File: config.mk
export PLATFORM = sky130hd
export DESIGN_NAME = sobm_modulator
export DESIGN_NICKNAME = d
export VERILOG_FILES = /design/src/sobm_pkg.sv /design/src/sobm_fifo.sv /design/src/sobm_modulator.sv
export VERILOG_INCLUDE_DIRS = /design/src
export SDC_FILE = /design/constraint.sdc
export NUM_CORES = 1
export LEC_CHECK = 0
export ABC_AREA = 0
export BUFFER_PORTS_ARGS = -buffer_cell sky130_fd_sc_hd__buf_2
export CORE_AREA = 2 2 144 146
export CTS_CLUSTER_DIAMETER = 80
export DETAILED_ROUTE_END_ITERATION = 8
export DIE_AREA = 0 0 146 148
export PLACE_DENSITY = 0.58
export SLEW_MARGIN = 25
export SYNTH_ARGS = -nofsm -noshare
export SYNTH_HDL_FRONTEND = slang
export SYNTH_SLANG_ARGS = --single-unit
File: constraint.sdc
create_clock -name clk -period 6.7 [get_ports clk]
set_clock_uncertainty 0.15 [all_clocks]
set_input_delay 0.335 -clock clk [delete_from_list [all_inputs] [get_ports clk]]
set_output_delay 0.335 -clock clk [all_outputs]
set_load 0.03 [all_outputs]
File: src/sobm_map.svh
/*
 * Constants for the second-order bitstream modulator: input scaling,
 * transfer-curve points, loop widths and clock timing.
 * Assumes it is included by bare name; holds definitions only.
 */
`ifndef SOBM_MAP_SVH
`define SOBM_MAP_SVH

// System clock and nominal conversion clock.
`define SOBM_SYS_CLK_MHZ      100
`define SOBM_CONV_CLK_MHZ     20
`define SOBM_CONV_DIV         (`SOBM_SYS_CLK_MHZ / `SOBM_CONV_CLK_MHZ)

// Input sample is a signed code in units of 10 microvolts.
`define SOBM_IN_W             16
`define SOBM_UV_PER_LSB       10
`define SOBM_LIN_MV           250
`define SOBM_CLIP_MV          320
`define SOBM_LIN_CODE         (`SOBM_LIN_MV * 1000 / `SOBM_UV_PER_LSB)
`define SOBM_CLIP_CODE        (`SOBM_CLIP_MV * 1000 / `SOBM_UV_PER_LSB)

// Ones density at zero, at the linear limit and at clip, in hundredths of a percent.
`define SOBM_DENS_ZERO_CP     5000
`define SOBM_DENS_FS_CP       8906
`define SOBM_DENS_CLIP_CP     10000

// Feedback reference, in input codes: full scale maps to density 89.06 %.
// Reference R satisfies 0.5 + LIN/(2R) = 0.8906, so R = LIN / 0.7812.
`define SOBM_REF_CODE         (`SOBM_LIN_CODE * 10000 / 7812)

// Integrator width and reset values.
`define SOBM_ACC_W            24
`define SOBM_ACC1_RST         24'h000000
`define SOBM_ACC2_RST         24'h000000
`define SOBM_BIT_RST          1'h0

`endif

File: src/sobm_pkg.sv
/*
 * Types shared by the modulator files.
 * Assumes sobm_map.svh is available on the include path.
 */
`include "sobm_map.svh"

package sobm_pkg;
    typedef logic signed [`SOBM_IN_W-1:0]  sobm_sample_t;
    typedef logic signed [`SOBM_ACC_W-1:0] sobm_acc_t;
    typedef enum logic [1:0] {
        SOBM_LINEAR  = 2'b00,
        SOBM_NONLIN  = 2'b01,
        SOBM_CLIP_LO = 2'b10,
        SOBM_CLIP_HI = 2'b11
    } sobm_region_e;
endpackage : sobm_pkg
File: src/sobm_fifo.sv
/*
 * Small synchronous FIFO with valid/ready on both sides.
 * Assumes one clock and an active-low asynchronous reset.
 */
`timescale 1ns/100ps

module sobm_fifo #(
    parameter int WIDTH = 1,
    parameter int DEPTH = 4
) (
    input  wire logic             clk,
    input  wire logic             arst_n,
    input  wire logic [WIDTH-1:0] in_data,
    input  wire logic             in_valid,
    output logic                  in_ready,
    output logic [WIDTH-1:0]      out_data,
    output logic                  out_valid,
    input  wire logic             out_ready
);
    localparam int AW = $clog2(DEPTH);

    logic [WIDTH-1:0] mem [DEPTH];
    logic [AW-1:0]    wr_ptr_r;
    logic [AW-1:0]    rd_ptr_r;
    logic [AW:0]      count_r;
    logic             push;
    logic             pop;

    assign in_ready  = (count_r != DEPTH[AW:0]);
    assign out_valid = (count_r != '0);
    assign out_data  = mem[rd_ptr_r];
    assign push      = in_valid && in_ready;
    assign pop       = out_valid && out_ready;

    always_ff @(posedge clk) begin
        if (push) begin
            mem[wr_ptr_r] <= in_data;
        end
    end

    always_ff @(posedge clk or negedge arst_n) begin
        if (!arst_n) begin
            wr_ptr_r <= '0;
            rd_ptr_r <= '0;
            count_r  <= '0;
        end else begin
            if (push) begin
                wr_ptr_r <= (wr_ptr_r == AW'(DEPTH - 1)) ? '0 : wr_ptr_r + 1'b1;
            end
            if (pop) begin
                rd_ptr_r <= (rd_ptr_r == AW'(DEPTH - 1)) ? '0 : rd_ptr_r + 1'b1;
            end
            count_r <= count_r + {{AW{1'b0}}, push} - {{AW{1'b0}}, pop};
        end
    end
endmodule : sobm_fifo

File: src/sobm_modulator.sv
/*
 * Behavioural second-order 1-bit delta-sigma modulator core.
 * The analog input arrives as two signed codes (10 uV per LSB). A
 * conversion clock is derived from clk; bits are taken on its falling edge and reach data_out a clk or more later.
 * Assumes inputs are synchronous to clk and the filter samples rising.
 */
// How it works
// RULE1 - Conversion clock comes from outside; here clk-derived.
// RULE2 - One output bit per conversion clock cycle; here none in a period whose fall finds the buffer full.
// RULE3 - Output bit changes on conversion clock fall; here taken at fall, on data_out a clk or more later.
// RULE4 - Zero input gives fifty percent ones.
// RULE5 - Plus 250 mV gives 89.06 percent ones.
// RULE6 - Minus 250 mV gives 10.94 percent ones.
// RULE7 - Beyond 320 mV output clips solid.
// RULE8 - 250 to 320 mV band is monotonic, non-linear.
// RULE9 - Linearity holds only within 250 mV.
// RULE10 - Feedback subtracted before both cascaded integrators.
// RULE11 - Feedback follows comparator on next clock.
// RULE12 - Input sampled once per conversion period.
// RULE13 - Receiver should low-pass decimate the stream.
// RULE14 - Single mode, runs continuously.
// RULE15 - Density interpolates linearly; integrators start arbitrary.
`timescale 1ns/100ps
`include "sobm_map.svh"

module sobm_modulator #(
    parameter int CONV_DIV   = `SOBM_CONV_DIV,
    parameter int FIFO_DEPTH = 4
) (
    input  wire logic                 clk,
    input  wire logic                 arst_n,
    input  wire sobm_pkg::sobm_sample_t positive_analog_input,
    input  wire sobm_pkg::sobm_sample_t negative_analog_input,
    input  wire logic                 filter_ready,
    output logic                      conversion_clock_out,
    output logic                      data_out,
    output logic                      data_valid,
    output logic                      input_linear,
    output logic                      input_stalled
);
    import sobm_pkg::*;

    localparam int CW  = $clog2(CONV_DIV);
    localparam int LIN = `SOBM_LIN_CODE;
    localparam int CLP = `SOBM_CLIP_CODE;
    localparam int REF = `SOBM_REF_CODE;

    localparam logic [CW-1:0] HALF_CNT = CW'(CONV_DIV / 2 - 1);
    localparam logic [CW-1:0] LAST_CNT = CW'(CONV_DIV - 1);

    logic [CW-1:0]  div_r;
    logic           cclk_r;
    logic           rise;
    logic           fall;
    sobm_acc_t      diff_r;
    sobm_acc_t      drive;
    sobm_acc_t      acc1_r;
    sobm_acc_t      acc2_r;
    sobm_acc_t      acc1_nxt;
    sobm_acc_t      acc2_nxt;
    sobm_acc_t      fb;
    logic           cmp_r;
    logic           bit_r;
    sobm_region_e   region;
    logic           fifo_in_ready;
    logic           fifo_out_data;
    logic           fifo_out_valid;
    logic           out_bit_r;
    logic           out_vld_r;
    logic           stall_r;
    logic           lin_r;

    function automatic sobm_region_e classify(input sobm_acc_t v);
        if (v <= -sobm_acc_t'(CLP)) begin
            return SOBM_CLIP_LO;
        end else if (v >= sobm_acc_t'(CLP)) begin
            return SOBM_CLIP_HI;
        end else if (v > sobm_acc_t'(LIN) || v < -sobm_acc_t'(LIN)) begin
            return SOBM_NONLIN;
        end
        return SOBM_LINEAR;
    endfunction : classify

    // The conversion clock free-runs from reset; there is no mode. RULE1 RULE14
    always_ff @(posedge clk or negedge arst_n) begin
        if (!arst_n) begin
            div_r  <= '0;
            cclk_r <= 1'b0;
        end else begin
            div_r <= (div_r == LAST_CNT) ? '0 : div_r + 1'b1;
            if (div_r == HALF_CNT) begin
                cclk_r <= 1'b1;
            end else if (div_r == LAST_CNT) begin
                cclk_r <= 1'b0;
            end
        end
    end

    assign rise = (div_r == HALF_CNT);
    assign fall = (div_r == LAST_CNT);

    // One differential sample per conversion period, on the rising phase. RULE12
    always_ff @(posedge clk or negedge arst_n) begin
        if (!arst_n) begin
            diff_r <= '0;
        end else if (rise) begin
            diff_r <= sobm_acc_t'(positive_analog_input)
                    - sobm_acc_t'(negative_analog_input);
        end
    end

    assign region = classify(diff_r);

    // Past full scale the slope is halved, so the density keeps rising but
    // bends away from the straight line. A steeper slope would push the
    // drive beyond the feedback reference, and a second-order loop driven
    // past its reference grows without bound and wraps the integrators.
    // Clipped inputs feed a bounded drive for the same reason, so the loop
    // is still healthy when the input comes back into range. RULE8 RULE9
    always_comb begin
        unique case (region)
            SOBM_NONLIN:  drive = (diff_r >>> 1) + (diff_r[`SOBM_ACC_W-1]
                                  ? -sobm_acc_t'(LIN / 2)
                                  : sobm_acc_t'(LIN / 2));
            SOBM_CLIP_LO: drive = -sobm_acc_t'(LIN);
            SOBM_CLIP_HI: drive = sobm_acc_t'(LIN);
            default:      drive = diff_r;
        endcase
    end

    // Feedback is the 1-bit DAC of the last comparator decision. RULE11
    assign fb = cmp_r ? sobm_acc_t'(REF) : -sobm_acc_t'(REF);

    // Two cascaded integrators, feedback subtracted ahead of each. RULE10
    // Density = 0.5 + x/(2*REF), giving 50, 89.06 and 10.94 %. RULE4 RULE5 RULE6 RULE15
    assign acc1_nxt = acc1_r + drive - fb;
    assign acc2_nxt = acc2_r + acc1_nxt - fb;

    always_ff @(posedge clk or negedge arst_n) begin
        if (!arst_n) begin
            acc1_r <= `SOBM_ACC1_RST;
            acc2_r <= `SOBM_ACC2_RST;
            cmp_r  <= `SOBM_BIT_RST;
        end else if (fall && fifo_in_ready) begin
            acc1_r <= acc1_nxt;
            acc2_r <= acc2_nxt;
            cmp_r  <= ~acc2_nxt[`SOBM_ACC_W-1];
        end
    end

    // Clipped inputs force a solid stream regardless of loop state. RULE7
    always_comb begin
        unique case (region)
            SOBM_CLIP_LO: bit_r = 1'b0;
            SOBM_CLIP_HI: bit_r = 1'b1;
            default:      bit_r = ~acc2_nxt[`SOBM_ACC_W-1];
        endcase
    end

    // Each falling edge pushes one bit into the buffer unless the buffer is full. RULE2 RULE3
    sobm_fifo #(
        .WIDTH (1),
        .DEPTH (FIFO_DEPTH)
    ) u_fifo (
        .clk       (clk),
        .arst_n    (arst_n),
        .in_data   (bit_r),
        .in_valid  (fall),
        .in_ready  (fifo_in_ready),
        .out_data  (fifo_out_data),
        .out_valid (fifo_out_valid),
        .out_ready (filter_ready)
    );

    // Outputs are registered. A full buffer freezes the loop for that period
    // rather than dropping a bit, so the density stays honest. RULE2
    always_ff @(posedge clk or negedge arst_n) begin
        if (!arst_n) begin
            out_bit_r <= 1'b0;
            out_vld_r <= 1'b0;
            stall_r   <= 1'b0;
            lin_r     <= 1'b1;
        end else begin
            out_bit_r <= fifo_out_data;
            out_vld_r <= fifo_out_valid && filter_ready;
            stall_r   <= fall && !fifo_in_ready;
            lin_r     <= (region == SOBM_LINEAR);
        end
    end

    assign conversion_clock_out = cclk_r;
    assign data_out             = out_bit_r;
    assign data_valid           = out_vld_r;
    assign input_linear         = lin_r;
    assign input_stalled        = stall_r;

    // Counts clocks since the last fall; a missing fall would let it pass
    // the divider's last count, which the tools cannot see from one edge.
    logic [CW-1:0] since_fall_r;

    always_ff @(posedge clk or negedge arst_n) begin
        if (!arst_n) begin
            since_fall_r <= '0;
        end else begin
            since_fall_r <= fall ? '0 : since_fall_r + 1'b1;
        end
    end

    // Counts pushed bits while the input is clipped high; each must be one.
    logic [7:0] clip_ones_r;

    always_ff @(posedge clk or negedge arst_n) begin
        if (!arst_n) begin
            clip_ones_r <= 8'h00;
        end else if (region != SOBM_CLIP_HI) begin
            clip_ones_r <= 8'h00;
        end else if (fall && fifo_in_ready && bit_r
                     && clip_ones_r != 8'hFF) begin
            clip_ones_r <= clip_ones_r + 8'h01;
        end
    end
endmodule : sobm_modulator

# Yosys cells after proc, flatten, opt, wreduce, memory -nomap -nowiden
# Memories as Yosys holds them, arrays and structs flattened. A register that Yosys moved wholly into a read port is not among the register bits.
# Index checks and enable logic that the tools add are counted.
dict set report totals {
  inputBits 35
  out_inout_bits 5
  memories 1
  reg_bits 80
  mem_bits_rw 4
}
dict set report classes {
  bitwise 1
  n_eq_ne 8
  mux 18
  order_cmp 4
  add_sub_neg 11
  reduce_logical 9
}
# name words width rd rd_clocked_by_memory_dff wr line_no
set memory_table {}
lappend memory_table {u_fifo.mem 4 1 1 1 1 sobm_fifo.sv:22} ;# logic [WIDTH-1:0] mem [DEPTH];
# op count
set op_table {}
lappend op_table {{one-hot mux 24 bit (3 select lines)} 1}
lappend op_table {{adder 24 bit} 2}
lappend op_table {{two-way mux 24 bit} 2}
lappend op_table {{subtractor 24 bit} 2}
lappend op_table {{adder 16 x 24 -> 24 bit} 1}
lappend op_table {{greater-or-equal comparator 17 x 16 -> 1 bit, second input constant} 1}
lappend op_table {{> comparator 17 x 16 -> 1 bit, second input constant} 1}
lappend op_table {{less-or-equal comparator 17 x 16 -> 1 bit, second input constant} 1}
lappend op_table {{< comparator 17 x 16 -> 1 bit, second input constant} 1}
lappend op_table {{subtractor 16 x 16 -> 17 bit} 1}
lappend op_table {{two-way mux 2 bit} 6}
lappend op_table {{== test 2 bit, second input constant} 4}
lappend op_table {{two-way mux 1 bit} 7}
lappend op_table {{adder 2 x 1 -> 2 bit, second input constant} 2}
lappend op_table {{adder 3 x 1 -> 3 bit} 1}
lappend op_table {{adder 3 x 1 -> 3 bit, second input constant} 1}
lappend op_table {{== test 3 x 1 -> 1 bit, second input constant} 1}
lappend op_table {{== test 3 bit, second input constant} 1}
lappend op_table {{logical AND 1 bit} 3}
lappend op_table {{two-way mux 3 bit} 1}
lappend op_table {{!= test 3 bit, second input constant} 1}
lappend op_table {{nonzero test 3 bit} 1}
lappend op_table {{subtractor 3 x 1 -> 3 bit} 1}
lappend op_table {{== test 2 x 1 -> 1 bit, second input constant} 1}
lappend op_table {{other kinds (6)} 7}

# Logic depth before layout (Yosys ltp)
dict set report depth {
  depth_word 14
  ltp_mapped 34
  mapped_depth_nobuf 31
}

# Hierarchy
# Synthesis repeated with hierarchy kept, for this count alone.
dict set report hier_totals {
  cells_unflattened 958
  area_unflattened_um2 8343.0
}
# mod instances seq_area_each_um2 area_per_inst_um2 cells_each
set by_module_without_submodules {}
lappend by_module_without_submodules {sobm_modulator 1 1853.0 7724.9 910}
lappend by_module_without_submodules {sobm_fifo 1 295.3 618.1 48}

# Least setup slack after synthesis
# OpenSTA, ideal clock, no wires.
dict set report synth_timing {
  path_type {reg2reg}
  startpoint {register diff_r[16] (netlist name)}
  endpoint {register acc2_r[22]}
  t_arrival_ns 6.703
  stages_incl_launch_ff 32
  period_less_slack_ns 6.987
  setup_ns 0.134
  t_required_ns 6.416
  setup_slack_ns -0.287
  path_cell_list {dfrtp_1 -> clkbuf_1 -> inv_1 -> ha_1 -> a21o_1 -> a21oi_1 -> o31ai_1 -> a211oi_1 -> o21ai_1 -> o311a_1 -> nor4bb_1 -> a2111oi_0 -> fa_1 -> ha_1 -> nand2_1 -> a21oi_1 -> o21ai_0 -> a31oi_1 -> and2b_2 -> o21ai_0 -> xnor2_1 -> fa_1 -> inv_1 -> ha_1 -> a21oi_1 -> o21ai_0 -> a21oi_1 -> o21bai_1 -> a221o_1 -> o31ai_1 -> xor2_1 -> o21ai_0}
}
dict set report synth_via {
  elab_chain_len 12
  elab_cells_between_ends 21
  cone_classes {add/sub: 5; order compare: 4; eq/ne: 3; mux: 8; reduce/logical: 1}
}
# element line_no
set synth_rtl {}
lappend synth_rtl {{> comparator 17 x 16 -> 1 bit / < comparator 17 x 16 -> 1 bit (equally long branches)} sobm_modulator.sv:78} ;# end else if (v > sobm_acc_t'(LIN) || v < -sobm_acc_t'(LIN)) begin
lappend synth_rtl {{logical OR 1 bit} sobm_modulator.sv:78}
lappend synth_rtl {{two-way mux 1 bit} sobm_modulator.sv:78}
lappend synth_rtl {{two-way mux 1 bit} sobm_modulator.sv:76} ;# end else if (v >= sobm_acc_t'(CLP)) begin
lappend synth_rtl {{two-way mux 1 bit} sobm_modulator.sv:74} ;# if (v <= -sobm_acc_t'(CLP)) begin
lappend synth_rtl {{two-way mux 2 bit} sobm_modulator.sv:81} ;# return SOBM_LINEAR;
lappend synth_rtl {{== test 2 bit / == test 2 x 1 -> 1 bit (equally long branches)} sobm_modulator.sv:121} ;# unique case (region)
lappend synth_rtl {{one-hot mux 24 bit (3 select lines) (*)} sobm_modulator.sv:121}
lappend synth_rtl {{adder 24 bit (*)} sobm_modulator.sv:136} ;# assign acc1_nxt = acc1_r + drive - fb;
lappend synth_rtl {{subtractor 24 bit (*)} sobm_modulator.sv:136}
lappend synth_rtl {{adder 24 bit (*)} sobm_modulator.sv:137} ;# assign acc2_nxt = acc2_r + acc1_nxt - fb;
lappend synth_rtl {{subtractor 24 bit (*)} sobm_modulator.sv:137}
lappend synth_rtl {{to (signal assigned)} sobm_modulator.sv:142} ;# acc2_r <= `SOBM_ACC2_RST;
lappend synth_rtl {{to (signal assigned)} sobm_modulator.sv:146} ;# acc2_r <= acc2_nxt;
lappend synth_rtl {{to (decl)} sobm_modulator.sv:58} ;# sobm_acc_t acc2_r;
# Mark *: on every way between the ends. The rest lies on a longest branch, timed or not.
# A chain may end at the register's enable or synchronous reset.

# Final worst setup path
dict set report layout_timing {
  startpoint {register diff_r[4]}
  endpoint {register acc2_r[23]}
}
dict set report layout_via {
  elab_chain_len 12
  elab_cells_between_ends 20
  cone_classes {add/sub: 5; order compare: 4; eq/ne: 3; mux: 7; reduce/logical: 1}
}
# element line_no
set layout_rtl {}
lappend layout_rtl {{from (decl)} sobm_modulator.sv:55} ;# sobm_acc_t diff_r;
lappend layout_rtl {{from (signal assigned)} sobm_modulator.sv:107} ;# diff_r <= sobm_acc_t'(positive_analog_input)
lappend layout_rtl {{> comparator 17 x 16 -> 1 bit / < comparator 17 x 16 -> 1 bit (equally long branches)} sobm_modulator.sv:78}
lappend layout_rtl {{logical OR 1 bit} sobm_modulator.sv:78}
lappend layout_rtl {{two-way mux 1 bit} sobm_modulator.sv:78}
lappend layout_rtl {{two-way mux 1 bit} sobm_modulator.sv:76}
lappend layout_rtl {{two-way mux 1 bit} sobm_modulator.sv:74}
lappend layout_rtl {{two-way mux 2 bit} sobm_modulator.sv:81}
lappend layout_rtl {{== test 2 bit / == test 2 x 1 -> 1 bit (equally long branches)} sobm_modulator.sv:121}
lappend layout_rtl {{one-hot mux 24 bit (3 select lines) (*)} sobm_modulator.sv:121}
lappend layout_rtl {{adder 24 bit (*)} sobm_modulator.sv:136}
lappend layout_rtl {{subtractor 24 bit (*)} sobm_modulator.sv:136}
lappend layout_rtl {{adder 24 bit (*)} sobm_modulator.sv:137}
lappend layout_rtl {{subtractor 24 bit (*)} sobm_modulator.sv:137}
# Marks and branches as above.

==> impl_metrics.json <==
{
  "worstPathArrival_ns": 6.86,
  "drt-total-wl_mm": 18.6,
  "async_flop_share": 0.953,
  "hold_class": "primary input to flop",
  "critPathCaptureType": "flop",
  "nets": 1287,
  "design_area_mm2": 0.0107,
  "finalSetupViolations": 5,
  "die_area_mm2": 0.0216,
  "hold_path_depth": 3,
  "reg2reg_to": "acc2_r[23]",
  "slowest_delay_ns": 0.56,
  "die_h_um": 148,
  "netlist_area_mm2": 0.00814,
  "area_growth_pct": 31.4,
  "insertion_delay_ns": 0.36,
  "firstDrtPassIters": 4,
  "fin_ws_ns": -0.0569,
  "slew_headroom": 0.534,
  "path_max_fanout": 5,
  "finalCriticalPeriod_ns": 6.76,
  "start_kind": "flop",
  "max_freq_mhz": 148,
  "r2r-start": "diff_r[4]",
  "viasPerCell": 4.93,
  "root_buffer": "clkbuf_16",
  "dpl.hpwl_mm": 14.0,
  "synthMostInstantiatedCell": "nand2_1",
  "syn-num-nets": 1102,
  "place_area_mm2": 0.00968,
  "routedWlPerCell_um": 13.3,
  "syn_area_per_cell_um2": 8.73,
  "hold_viol_final": 0,
  "yosys.area.top_type": "dfrtp_1",
  "seq_area_frac_synth": 0.264,
  "vias": 6874,
  "final_layout_size_suffix_gt1_frac": 0.291,
  "crit_required_ns": 6.80,
  "cap_violations": 0,
  "ant_nets": 0,
  "crit_top_cell": "a21oi_2",
  "start_util": 0.406,
  "grt_start_max_net_pins": 74,
  "grt_pass1_vias": 6718,
  "drc": 0,
  "synthTopCellsByCount": "nand2_1, inv_1, ha_1",
  "port_buffers": 39,
  "rsz0062_at_grt": "true",
  "tightest_slew_ns": 0.699,
  "critPathLaunch": "diff_r[4]",
  "dieWidth_um": 146,
  "violations": "setup timing",
  "rrSetupSlack_ns": -0.06,
  "clockBufferDepth": 2,
  "grt.total_usage": 0.180,
  "cts_tree": "done",
  "diodes": 0,
  "period_share": 1.01,
  "cts_max_level": 3,
  "postSynthCellCount": 933,
  "ys_ff_latch": 85,
  "clock_sinks": 85,
  "ys_types": 68,
  "gp_congestion": 0.823,
  "synth_warnings": 0,
  "reg2regPathDepth": 30,
  "io_pins": 40,
  "status": "finished with violations",
  "coreArea_mm2": 0.0200,
  "drtIter0Drc": 269,
  "synthFlopType": "dfrtp_1",
  "rows": 52,
  "synth_edf_count": 4,
  "crit_slowest_cell": "fa_1",
  "synthTopCellsByArea": "dfrtp_1, ha_1, fa_1, nand2_1, inv_1",
  "yosys.area.top_type_share": 0.246,
  "grt_pass1_wl_mm": 31.9,
  "drv_slew": 0,
  "grt_antenna_before_repair": 0,
  "clkTransAtPathRegs_ns": 0.07,
  "grt.overflow.total": 0,
  "numCtsBuffers": 9,
  "critPathCapture": "acc2_r[23]",
  "worst-setup-path-type": "flop to flop"
}
==> worst min path at each step <==
stage,from,end
finish,negative_analog_input[0],diff_r[0]
global route,negative_analog_input[0],diff_r[0]
CTS,negative_analog_input[0],diff_r[0]
detailed placement,arst_n,acc1_r[0]
global placement,arst_n,diff_r[0]
floorplan,arst_n,acc1_r[0]
==> area by class of cell <==
type / count / area [um^2]
clock buffer: 9 / 225
clock inverter: 7 / 65.1
fill: 1928 / 9340
inverter: 117 / 442
multi-input combinational: 710 / 6080
sequential: 85 / 2150
tap: 270 / 338
timing repair buffer: 195 / 1400
==> stage by stage <==
step	setup TNS, ns	setup WS [ns]	util	cells	hold slack, ns
3_3_place_gp	-2.45	-0.349	0.483	1359	0.200
3_5_place_dp	-2.92	-0.409	0.483	1359	0.203
6_report	-0.108	-0.0569	0.534	1393	0.131
4_1_cts	-0.104	-0.0398	0.523	1388	0.121
2_1_floorplan	0	0.000692	-	933	-0.111
5_1_grt	-2.79	-0.359	0.534	1393	0.155
==> worst max-delay path, delay by kind of cell, from the launching register on <==
family,cells,cell delay (ns)
buffers and inverters,3,0.32
muxes,2,0.57
xor gates and xnor gates,2,0.40
and+or+nand+nor,5,0.80
adders and majority gates,4,1.46
AOI/OAI and AO/OA,14,2.55
DFF,1,0.42
==> logic make-up (layout without fill, tap and decap cells) <==
logic type	count (synthesis)	count (layout)	share of synthesized area
compound gates	253	253	0.195
xor+xnor	66	66	0.0728
fa+ha+maj	134	134	0.247
buf+inv	138	328	0.0642
flops	85	85	0.264
mux	15	15	0.0218
simple gates	242	242	0.135
==> cell usage in the layout, fill, tap and decap left out, types with 5 or more instances in the layout <==
cell type / n
buf_4: 151
nand2_1: 116
inv_1: 112
dfrtp_1: 78
ha_1: 76
o21ai_0: 62
a21oi_1: 47
fa_1: 44
nor2_1: 39
buf_2: 38
xor2_1: 29
a21o_1: 24
xnor2_1: 22
a21oi_2: 18
nand3_1: 15
o211ai_1: 12
ha_4: 12
nor3_1: 11
nand2b_1: 9
o21ai_2: 9
xnor2_2: 9
clkbuf_16: 9
and2_1: 8
o21ai_1: 8
o21a_1: 7
mux2_2: 7
or3_1: 6
a31oi_1: 6
o21bai_1: 6
nand4_1: 5
o31ai_1: 5
mux2i_1: 5
a21oi_4: 5
nor2b_1: 5
==> flip-flops by register name, summed over array words and instances (netlist names), 2 cells and up <==
signal and flops:
u_fifo.rd_ptr_r 2, acc2_r 24, div_r 3, u_fifo.count_r 3, diff_r 17, u_fifo.wr_ptr_r 2
u_fifo.mem 4, acc1_r 24
==> routing by layer <==
metal	wire (um)	track usage
met5	0	0
met4	255	0.0476
met3	387	0.0262
met2	8600	0.291
met1	9350	0.253
==> what timing repair did <==
item	4_1_cts	5_1_grt
pin swaps	64	33
hold buffers	1	0
setup endpoints to repair	9	14
setup buffers	13	6
endpoints found under the hold margin	40	0
gates resized for setup	86	33
Power is not shown: default switching activity piles up to over one toggle a cycle in this logic, so the estimate is an artifact.
